<file path="src/pkg/urr_pkg.sv">
package urr_pkg;

  // ----------------------------------------------------------------
  // Register map (byte addresses, one 32-bit word each)
  // ----------------------------------------------------------------
  localparam int         APB_AW       = 8;
  localparam int         APB_DW       = 32;
  localparam logic [7:0] REG_CTRL     = 8'h00;
  localparam logic [7:0] REG_STATUS   = 8'h04;
  localparam logic [7:0] REG_INT_STAT = 8'h08;
  localparam logic [7:0] REG_INT_MASK = 8'h0C;
  localparam logic [7:0] REG_ERR_CNT  = 8'h10;

  // ----------------------------------------------------------------
  // Field layouts and reset values
  // ----------------------------------------------------------------
  localparam int         CTRL_W         = 3;
  localparam int         CTRL_EN_BIT    = 0;
  localparam int         CTRL_OVR_BIT   = 1;
  localparam int         CTRL_MODE6_BIT = 2;
  localparam logic [2:0] CTRL_RESET     = 3'h1;
  localparam int         INT_W          = 3;
  localparam int         INT_UPDATE     = 0;
  localparam int         INT_REJECT     = 1;
  localparam int         INT_CEASE      = 2;
  localparam logic [2:0] INT_RESET      = 3'h0;
  localparam int         ST_IND_BIT     = 8;
  localparam int         ST_STB_BIT     = 9;
  localparam int         ST_MODE6_BIT   = 10;
  localparam int         ST_BUSY_BIT    = 11;
  localparam int         ERR_W          = 8;
  localparam int         CODE_W         = 6;
  localparam logic [5:0] CODE_RESET     = 6'h3F;
  localparam int         RX_W           = 12;
  localparam logic [3:0] BITS5          = 4'h5;
  localparam logic [3:0] BITS6          = 4'h6;
  localparam logic [1:0] PIN_RESET      = 2'h2;

  // ----------------------------------------------------------------
  // Timing, in the unit printed, plus the clock period
  // ----------------------------------------------------------------
  localparam int CLK_PERIOD_NS = 8;
  localparam int NS_PER_US     = 1000;
  localparam int NS_PER_MS     = 1000000;
  localparam int STROBE_US     = 60;
  localparam int INDICATOR_MS  = 32;
  localparam int BIT1_MIN_US   = 200;
  localparam int END_MIN_US    = 450;
  localparam int GAP_MAX_US    = 1000;

  function automatic int cyc_least(input int ns);
    return (ns + CLK_PERIOD_NS - 1) / CLK_PERIOD_NS;
  endfunction

  function automatic int cyc_most(input int ns);
    return ns / CLK_PERIOD_NS;
  endfunction

  typedef enum logic [2:0] {
    URR_HUNT = 3'b001,
    URR_DATA = 3'b010,
    URR_END  = 3'b100
  } urr_state_e;

endpackage

</file>
<file path="src/rtl/urr_sync.sv">
`timescale 1ns/10ps
module urr_sync #(
  parameter int           W       = 2,
  parameter logic [W-1:0] RST_VAL = '0
) (
  input  wire logic         clk_sys,
  input  wire logic         rst,
  input  wire logic [W-1:0] async_in,
  output logic      [W-1:0] level
);
  logic [W-1:0] s1;
  logic [W-1:0] s2;
  logic [W-1:0] s3;
  logic [W-1:0] next_level;

  // A change counts only once the second and third stages agree
  assign next_level = ((s2 ~^ s3) & s3) | ((s2 ^ s3) & level);

  always_ff @(posedge clk_sys or posedge rst) begin
    if (rst) begin
      s1    <= RST_VAL;
      s2    <= RST_VAL;
      s3    <= RST_VAL;
      level <= RST_VAL;
    end else begin
      s1    <= async_in;
      s2    <= s1;
      s3    <= s2;
      level <= next_level;
    end
  end
endmodule // urr_sync

</file>
<file path="src/rtl/urr_timer.sv">
`timescale 1ns/10ps
module urr_timer #(
  parameter int W = 16
) (
  input  wire logic         clk_sys,
  input  wire logic         rst,
  input  wire logic         start,
  input  wire logic [W-1:0] load,
  output logic              expire
);
  logic [W-1:0] cnt;
  logic         at_one;

  assign at_one = (cnt == W'(1));

  // Restart wins over a running count; expire pulses load+1 edges later
  always_ff @(posedge clk_sys or posedge rst) begin
    if (rst) begin
      cnt    <= '0;
      expire <= 1'b0;
    end else begin
      expire <= at_one & ~start;
      if (start) begin
        cnt <= load;
      end else if (cnt != '0) begin
        cnt <= cnt - W'(1);
      end
    end
  end
endmodule // urr_timer

</file>
<file path="src/rtl/urr_decoder.sv">
`timescale 1ns/10ps
module urr_decoder
  import urr_pkg::*;
#(
  parameter int BIT1_MIN_CYC = cyc_least(BIT1_MIN_US * NS_PER_US),
  parameter int END_MIN_CYC  = cyc_least(END_MIN_US * NS_PER_US),
  parameter int GAP_MAX_CYC  = cyc_most(GAP_MAX_US * NS_PER_US),
  parameter int STROBE_CYC   = cyc_least(STROBE_US * NS_PER_US),
  parameter int IND_CYC      = cyc_least(INDICATOR_MS * NS_PER_MS)
) (
  input  wire logic                         clk_sys,
  input  wire logic                         rst,
  input  wire logic                         ultrasonic_in,
  input  wire logic                         mode_5_6_in,
  input  wire logic                         psel,
  input  wire logic                         penable,
  input  wire logic                         pwrite,
  input  wire logic [urr_pkg::APB_AW-1:0]   paddr,
  input  wire logic [urr_pkg::APB_DW-1:0]   pwdata,
  output logic      [urr_pkg::APB_DW-1:0]   prdata,
  output logic                              pready,
  output logic                              pslverr,
  output logic      [urr_pkg::CODE_W-1:0]   code_out,
  output logic                              received_indicator,
  output logic                              strobe_out,
  output logic                              irq
);
  import urr_pkg::*;

  localparam int CNT_W = $clog2(GAP_MAX_CYC + 1);
  localparam int STB_W = $clog2(STROBE_CYC + 1);
  localparam int IND_W = $clog2(IND_CYC + 1);

  // ----------------------------------------------------------------
  // Helper functions
  // ----------------------------------------------------------------
  // Each data bit travels with its complement in the second half
  function automatic logic check_ok(input logic [RX_W-1:0] rx,
                                    input logic            m6);
    if (m6) begin
      return rx[11:6] == ~rx[5:0];
    end
    return rx[9:5] == ~rx[4:0];
  endfunction

  function automatic logic [CODE_W-1:0] code_of(
      input logic [RX_W-1:0] rx,
      input logic            m6);
    if (m6) begin
      return rx[5:0];
    end
    return {1'b0, rx[4:0]};
  endfunction

  // ----------------------------------------------------------------
  // Pin synchronisers
  // ----------------------------------------------------------------
  logic [1:0] pin_lvl;

  urr_sync #(
    .W       (2),
    .RST_VAL (PIN_RESET)
  ) u_sync (
    .clk_sys  (clk_sys),
    .rst      (rst),
    .async_in ({mode_5_6_in, ultrasonic_in}),
    .level    (pin_lvl)
  );

  // ----------------------------------------------------------------
  // Declarations
  // ----------------------------------------------------------------
  logic [CTRL_W-1:0] ctrl;
  logic [INT_W-1:0]  int_stat;
  logic [INT_W-1:0]  int_mask;
  logic [ERR_W-1:0]  err_cnt;
  urr_state_e        state;
  urr_state_e        next_state;
  logic [3:0]        bit_cnt;
  logic [3:0]        next_bit_cnt;
  logic [RX_W-1:0]   rx_bits;
  logic [RX_W-1:0]   next_rx;
  logic              commit;
  logic              reject;
  logic              us_prev;
  logic [CNT_W-1:0]  burst_cnt;
  logic [CNT_W-1:0]  gap_cnt;
  logic              stb_expire;
  logic              ind_expire;

  wire us_lvl    = pin_lvl[0];
  wire enabled   = ctrl[CTRL_EN_BIT];
  // Open mode pin reads high and selects 5-bit words
  wire mode6     = ctrl[CTRL_OVR_BIT] ? ctrl[CTRL_MODE6_BIT]
                                      : ~pin_lvl[1];
  wire [3:0] nbits  = mode6 ? BITS6 : BITS5;
  wire [3:0] two_n  = {nbits[2:0], 1'b0};
  wire       busy   = (state == URR_DATA) && (bit_cnt != 4'h0);

  // ----------------------------------------------------------------
  // Burst and gap measurement
  // ----------------------------------------------------------------
  // Short burst is a zero, long burst a one, very long the end code
  wire burst_end = us_prev & ~us_lvl;
  wire end_mid   = us_lvl & (burst_cnt == CNT_W'(END_MIN_CYC - 1));
  wire gap_over  = ~us_lvl & (gap_cnt == CNT_W'(GAP_MAX_CYC - 1));
  wire bit_val   = (burst_cnt >= CNT_W'(BIT1_MIN_CYC));
  wire too_long  = (burst_cnt >= CNT_W'(END_MIN_CYC));
  wire burst_max = &burst_cnt;
  wire gap_max   = &gap_cnt;

  wire [CNT_W-1:0] next_burst =
    !us_lvl   ? '0 :
    burst_max ? burst_cnt : burst_cnt + CNT_W'(1);
  wire [CNT_W-1:0] next_gap =
    us_lvl  ? '0 :
    gap_max ? gap_cnt : gap_cnt + CNT_W'(1);

  always_ff @(posedge clk_sys or posedge rst) begin
    if (rst) begin
      us_prev   <= 1'b0;
      burst_cnt <= '0;
      gap_cnt   <= '0;
    end else begin
      us_prev   <= us_lvl;
      burst_cnt <= next_burst;
      gap_cnt   <= next_gap;
    end
  end

  // ----------------------------------------------------------------
  // Block framing state machine
  // ----------------------------------------------------------------
  wire block_good = (bit_cnt == two_n) && check_ok(rx_bits, mode6);

  always_comb begin
    next_state   = state;
    next_bit_cnt = bit_cnt;
    next_rx      = rx_bits;
    commit       = 1'b0;
    reject       = 1'b0;
    if (!enabled) begin
      next_state   = URR_HUNT;
      next_bit_cnt = 4'h0;
    end else begin
      case (state)
        URR_HUNT: begin
          // Resynchronise on an end code or a long silence
          if (end_mid) begin
            next_state = URR_END;
          end else if (gap_over) begin
            next_state   = URR_DATA;
            next_bit_cnt = 4'h0;
          end
        end
        URR_DATA: begin
          if (end_mid) begin
            if (block_good) begin
              commit = 1'b1;
            end else begin
              reject = 1'b1;
            end
            next_state = URR_END;
          end else if (gap_over) begin
            reject       = (bit_cnt != 4'h0);
            next_bit_cnt = 4'h0;
          end else if (burst_end && !too_long) begin
            if (bit_cnt == two_n) begin
              reject     = 1'b1;
              next_state = URR_HUNT;
            end else begin
              next_rx[bit_cnt] = bit_val;
              next_bit_cnt     = bit_cnt + 4'h1;
            end
          end
        end
        URR_END: begin
          // Repeated blocks follow straight after the end code
          if (burst_end) begin
            next_state   = URR_DATA;
            next_bit_cnt = 4'h0;
          end
        end
        default: begin
          next_state   = URR_HUNT;
          next_bit_cnt = 4'h0;
        end
      endcase
    end
  end

  always_ff @(posedge clk_sys or posedge rst) begin
    if (rst) begin
      state   <= URR_HUNT;
      bit_cnt <= 4'h0;
      rx_bits <= '0;
    end else begin
      state   <= next_state;
      bit_cnt <= next_bit_cnt;
      rx_bits <= next_rx;
    end
  end

  // ----------------------------------------------------------------
  // Code outputs
  // ----------------------------------------------------------------
  always_ff @(posedge clk_sys or posedge rst) begin
    if (rst) begin
      code_out <= CODE_RESET;
    end else if (commit) begin
      code_out <= code_of(rx_bits, mode6);
    end
  end

  // ----------------------------------------------------------------
  // Received indicator and strobe
  // ----------------------------------------------------------------
  // Any high cycle of the synchronised level us_lvl counts as activity and restarts the hold-off
  urr_timer #(
    .W (IND_W)
  ) u_ind_timer (
    .clk_sys (clk_sys),
    .rst     (rst),
    .start   (us_lvl | commit),
    .load    (IND_W'(IND_CYC - 1)),
    .expire  (ind_expire)
  );

  wire stb_start = commit | (stb_expire & ~strobe_out);

  urr_timer #(
    .W (STB_W)
  ) u_stb_timer (
    .clk_sys (clk_sys),
    .rst     (rst),
    .start   (stb_start),
    .load    (STB_W'(STROBE_CYC - 1)),
    .expire  (stb_expire)
  );

  wire cease = ind_expire & received_indicator & ~commit;

  always_ff @(posedge clk_sys or posedge rst) begin
    if (rst) begin
      received_indicator <= 1'b0;
      strobe_out         <= 1'b0;
    end else begin
      if (commit) begin
        received_indicator <= 1'b1;
      end else if (ind_expire) begin
        received_indicator <= 1'b0;
      end
      // A fresh update restarts the pulse from its clamped phase
      if (commit) begin
        strobe_out <= 1'b0;
      end else if (stb_expire) begin
        strobe_out <= ~strobe_out;
      end
    end
  end

  // ----------------------------------------------------------------
  // APB slave: one wait state, writes land on the pready edge
  // ----------------------------------------------------------------
  wire apb_acc  = psel & penable;
  wire apb_new  = apb_acc & ~pready;
  wire apb_done = apb_acc & pready;
  wire wr_en    = apb_done & pwrite;

  wire hit_ctrl  = (paddr == REG_CTRL);
  wire hit_stat  = (paddr == REG_STATUS);
  wire hit_istat = (paddr == REG_INT_STAT);
  wire hit_imask = (paddr == REG_INT_MASK);
  wire hit_err   = (paddr == REG_ERR_CNT);
  wire addr_ok   = hit_ctrl | hit_stat | hit_istat | hit_imask | hit_err;

  wire [APB_DW-1:0] status_word =
      APB_DW'(code_out)
    | (APB_DW'(received_indicator) << ST_IND_BIT)
    | (APB_DW'(strobe_out)         << ST_STB_BIT)
    | (APB_DW'(mode6)              << ST_MODE6_BIT)
    | (APB_DW'(busy)               << ST_BUSY_BIT);

  wire [APB_DW-1:0] rdata =
    hit_ctrl  ? APB_DW'(ctrl)     :
    hit_stat  ? status_word       :
    hit_istat ? APB_DW'(int_stat) :
    hit_imask ? APB_DW'(int_mask) :
    hit_err   ? APB_DW'(err_cnt)  : '0;

  always_ff @(posedge clk_sys or posedge rst) begin
    if (rst) begin
      pready  <= 1'b0;
      pslverr <= 1'b0;
      prdata  <= '0;
    end else begin
      pready  <= apb_new;
      pslverr <= apb_new & ~addr_ok;
      if (apb_new) begin
        prdata <= pwrite ? '0 : rdata;
      end
    end
  end

  // ----------------------------------------------------------------
  // Control, interrupt and error registers
  // ----------------------------------------------------------------
  wire [INT_W-1:0] events = {cease, reject, commit};
  wire [INT_W-1:0] w1c    = (wr_en & hit_istat) ? pwdata[INT_W-1:0]
                                                : '0;
  // Set beats clear when both land in one cycle
  wire [INT_W-1:0] next_int_stat = (int_stat & ~w1c) | events;
  wire err_sat = &err_cnt;

  always_ff @(posedge clk_sys or posedge rst) begin
    if (rst) begin
      ctrl     <= CTRL_RESET;
      int_mask <= INT_RESET;
      int_stat <= INT_RESET;
      err_cnt  <= '0;
      irq      <= 1'b0;
    end else begin
      if (wr_en && hit_ctrl) begin
        ctrl <= pwdata[CTRL_W-1:0];
      end
      if (wr_en && hit_imask) begin
        int_mask <= pwdata[INT_W-1:0];
      end
      int_stat <= next_int_stat;
      if (reject && !err_sat) begin
        err_cnt <= err_cnt + ERR_W'(1);
      end
      irq <= |(int_stat & int_mask);
    end
  end

endmodule // urr_decoder

</file>
<file path="config.mk">
export PLATFORM = sky130hd
export DESIGN_NAME = urr_decoder
export DESIGN_NICKNAME = d
export VERILOG_FILES = /design/src/pkg/urr_pkg.sv /design/src/rtl/urr_sync.sv /design/src/rtl/urr_timer.sv /design/src/rtl/urr_decoder.sv
export SDC_FILE = /design/constraint.sdc
export NUM_CORES = 1
export LEC_CHECK = 0
export BUFFER_PORTS_ARGS = -buffer_cell sky130_fd_sc_hd__buf_4
export CORE_MARGIN = 2
export CORE_UTILIZATION = 58
export CTS_CLUSTER_SIZE = 28
export DETAILED_ROUTE_END_ITERATION = 6
export GPL_TIMING_DRIVEN = 0
export PLACE_DENSITY = 0.81
export SYNTH_ARGS = -nofsm -noshare
export SYNTH_HDL_FRONTEND = slang
export SYNTH_SLANG_ARGS = --single-unit
</file>
<file path="constraint.sdc">
create_clock -name clk_sys -period 5.81 [get_ports clk_sys]
set_input_delay 0.8715 -clock clk_sys [delete_from_list [all_inputs] [get_ports clk_sys]]
set_output_delay 0.8715 -clock clk_sys [all_outputs]
set_load 0.1 [all_outputs]
</file>
==> impl_metrics.env <==
export IMPL_outcome="finished, final reports clean"
export IMPL_cp_top_family="simple AND/OR/NAND/NOR gates"
export IMPL_p_clk_share_pct=45.3
export IMPL_synth_sequential_area_ratio_pct=49.0
export IMPL_die_area_sq_um=13200
export IMPL_clock_fmax_mhz=353
export IMPL_wirelength_mm=14.8
export IMPL_cts_tree="built"
export IMPL_pwr_share_seq_pct=45.5
export IMPL_power_per_cell_area_nw_per_um2=270
export IMPL_post_cts_buffers=0
export IMPL_endpoint_kind="flip-flop"
export IMPL_slowest_delay_ns=0.46
export IMPL_fin_crit_sh_pct=48.8
export IMPL_fin_crit_ns=2.84
export IMPL_clockBufferDepth=2
export IMPL_antennaDiodeCount=0
export IMPL_grt_use_met1_pct=30.5
export IMPL_cts_buffers=17
export IMPL_p_int_mw=1.66
export IMPL_dr_pass1_iters=7
export IMPL_rows=40
export IMPL_synth_async_sr_flop_share_pct=100
export IMPL_antenna_found_initial=0
export IMPL_grt_start_max_net_pins=80
export IMPL_wl_per_cell_microns=15.6
export IMPL_path_clk_slew_ns=0.05
export IMPL_grt_usage_pct=23.7
export IMPL_vdd_ir_drop_max_mv=0.176
export IMPL_syn_to_final_growth_pct=15.9
export IMPL_cts_sinks=139
export IMPL_p_sw_share_pct=25.2
export IMPL_cp_slowest_cell="dfrtp_1"
export IMPL_die_w_microns=115
export IMPL_worstSkewPairLatency_ns=0.43
export IMPL_drt_iter0_drc=505
export IMPL_setup_viol=0
export IMPL_ant_nets=0
export IMPL_tightest_slew_ns=1.08
export IMPL_finalClockSkew_ns=0.00842
export IMPL_worst_r2r_setup_slack_ns=2.97
export IMPL_synthCells=708
export IMPL_path_buf_inv=1
export IMPL_relSlewSlack_pct=26.8
export IMPL_synth_edf_count=0
export IMPL_overflow=0
export IMPL_cp_start_kind="flip-flop"
export IMPL_grt_busiest_layer="met2"
export IMPL_hpwl_mm=10.2
export IMPL_r2r_start="burst_cnt[6]$_DFFE_PP0P_"
export IMPL_fillers=835
export IMPL_crit_end="burst_cnt[8]$_DFFE_PP0P_"
export IMPL_via_per_inst=5.77
export IMPL_grt_pass1_wl_mm=24.8
export IMPL_grt_use_met3_pct=5.75
export IMPL_yosysWarnings=0
export IMPL_crit_arrival_ns=3.13
export IMPL_r2r_end="burst_cnt[8]$_DFFE_PP0P_"
export IMPL_htree_levels=4
export IMPL_comb_power_share_pct=9.1
export IMPL_required_ns=6.10
export IMPL_cts_root_buf="clkbuf_16"
export IMPL_drc=0
export IMPL_finalMaxSlewViolations=0
export IMPL_net_switching_power_uw=561
export IMPL_crit_cells=11
export IMPL_yosysUniqueCellTypes=68
export IMPL_worst_path_max_fanout=8
export IMPL_regArea_sq_um=3490
export IMPL_first_global_vias=5232
export IMPL_synthesis_area_sq_um=7120
export IMPL_synth_main_ff_cell="dfrtp_1"
export IMPL_place_ws_ns=2.83
export IMPL_cts_resized=0
export IMPL_p_leak_nw=3.81
export IMPL_holdPathStages=0
export IMPL_final_util_pct=68.7
export IMPL_drive_gt1_share_pct=16.6
export IMPL_die_h_microns=115
export IMPL_timing_setup_critical_path_class="flip-flop to flip-flop"
export IMPL_timing_final_ws_setup_ns=2.97
export IMPL_final_hold_viol_count=0
export IMPL_ys_seq_elements=139
export IMPL_reg2reg_depth=11
export IMPL_cp_startpoint="burst_cnt[6]$_DFFE_PP0P_"
export IMPL_dr_total_vias=5458
export IMPL_post_place_cells=914
export IMPL_grtUsageMet2_pct=39.0
export IMPL_final_setup_tns_ns=0
export IMPL_ioPinCount=90
export IMPL_fin_cells=946
export IMPL_ctsHoldBuffers=0
export IMPL_multiInputGateArea_sq_um=3370
export IMPL_initial_core_util_pct=59.3
export IMPL_avgSynthCellArea_sq_um=10.1
export IMPL_hold_path_class="flip-flop to flip-flop"
export IMPL_core_area_sq_um=12000
export IMPL_cap_viol_max_count=0
export IMPL_port_buffers=39
export IMPL_path_cells="nand4_1, nor4_1, nand4_1, nor3_1, ha_1, clkbuf_1, nor2_1, and2_1, nand3_1, xor2_1, nor2_1"
export IMPL_gp_congestion=0.885
export IMPL_nets=850
export IMPL_rsz0062_at_grt="false"
==> per-stage QoR <==
step / power, mW / hold WS [ns] / area, sq um
after floorplan: 1.19 / 0.331 / 7190
after CTS: 2.24 / 0.356 / 8250
after global placement: 1.23 / 0.347 / 7670
after detailed placement: 1.23 / 0.348 / 7700
after global routing: 2.31 / 0.358 / 8250
final: 2.22 / 0.354 / 8250
==> registers in the layout (all words and copies together) (netlist names), 2 cells and up <==
name             cells
int_stat             3
u_sync.s1            2
prdata              12
err_cnt              8
u_sync.level         2
state                3
rx_bits             12
int_mask             3
u_sync.s3            2
ctrl                 3
code_out             6
u_sync.s2            2
burst_cnt           17
bit_cnt              4
gap_cnt             17
u_stb_timer.cnt     13
u_ind_timer.cnt     22
==> worst reg2reg max path: stages (launching register included) <==
cell      delay (ns)
dfrtp_1         0.46
nand4_1         0.23
nor4_1          0.41
nand4_1         0.24
nor3_1          0.23
ha_1            0.17
clkbuf_1        0.30
nor2_1          0.16
and2_1          0.21
nand3_1         0.10
xor2_1          0.15
nor2_1          0.06
==> power by group through the flow <==
| stage | combinational (mW) | clock, mW | sequential, mW |
|---|---|---|---|
| 5_1_grt | 0.225 | 1.07 | 1.02 |
| 3_5_place_dp | 0.203 | 0 | 1.03 |
| 4_1_cts | 0.204 | 1.02 | 1.01 |
| 6_report | 0.203 | 1.01 | 1.01 |
| 3_3_place_gp | 0.198 | 0 | 1.03 |
| 2_1_floorplan | 0.158 | 0 | 1.03 |
==> cells by family after synthesis <==
group / Yosys count / share of synthesized area, %
adder cells (fa/ha/maj): 17 / 2.99
AO/OA/AOI/OAI: 95 / 9.24
AND/OR/NAND/NOR: 296 / 21.8
flip-flops: 139 / 49.0
multiplexers: 26 / 3.99
other: 1 / 0.0526
XOR/XNOR: 67 / 8.24
buffers and inverters: 67 / 4.64
==> Yosys cell counts (all sizes together) (13+ instances only) <==
cell	count	area share [%]
nor4	22	1.9
inv	27	1.4
nand3	33	2.3
or3	13	1.1
nor3	19	1.5
nand2	65	3.4
o21ai	31	2.2
dfrtp	127	45
a21oi	16	1.1
ha	17	3.0
buf	25	2.4
mux2	19	3.0
nor2	67	3.5
clkbuf	14	0.74
xor2	28	3.4
xnor2	39	4.8
==> worst min path at each step <==
stage | endpoint | startpoint | slack, ns
after floorplan | u_sync.s2[0]$_DFF_PP0_ | u_sync.s1[0]$_DFF_PP0_ | 0.33
after global placement | u_sync.s2[1]$_DFF_PP1_ | u_sync.s1[1]$_DFF_PP1_ | 0.35
after detailed placement | u_sync.s2[1]$_DFF_PP1_ | u_sync.s1[1]$_DFF_PP1_ | 0.35
after CTS | u_sync.s2[1]$_DFF_PP1_ | u_sync.s1[1]$_DFF_PP1_ | 0.36
after global routing | u_sync.s2[1]$_DFF_PP1_ | u_sync.s1[1]$_DFF_PP1_ | 0.36
final | u_sync.s2[1]$_DFF_PP1_ | u_sync.s1[1]$_DFF_PP1_ | 0.35
==> cell usage in the layout (no fill, tap or decap), drive strengths merged, types with 4 or more instances in the layout <==
cell    instances
buf            65
and2            5
nor2b           9
xor2           28
clkbuf         37
nor4           22
or2             6
nor3b           4
nand3          33
conb           20
clkinv          8
nor4b           4
a32o            4
nand4          11
a22o            5
a222oi          4
o22ai           4
or3            13
or4             8
dfrtp         127
inv            27
nor2           67
a21oi          16
nor3           19
o21a            4
nand2b          6
and3            8
nand2          65
xnor2          39
dfstp          12
o21ai          31
mux2i           7
mux2           19
ha             17
==> routing by layer <==
layer	up-vias	routed length, microns
li1	2625	-
met1	2625	6480
met2	180	7180
met3	28	793
met4	0	320
met5	-	0
==> layout make-up <==
class,instances,share of cell area (%)
multi-input combinational,521,40.8
buffer,39,2.73
timing repair buffer,40,3.88
tap,147,2.23
sequential,139,42.3
inverter,28,1.33
clock inverter,9,0.879
clock buffer,23,5.79
(Power assumes the default switching activity.)
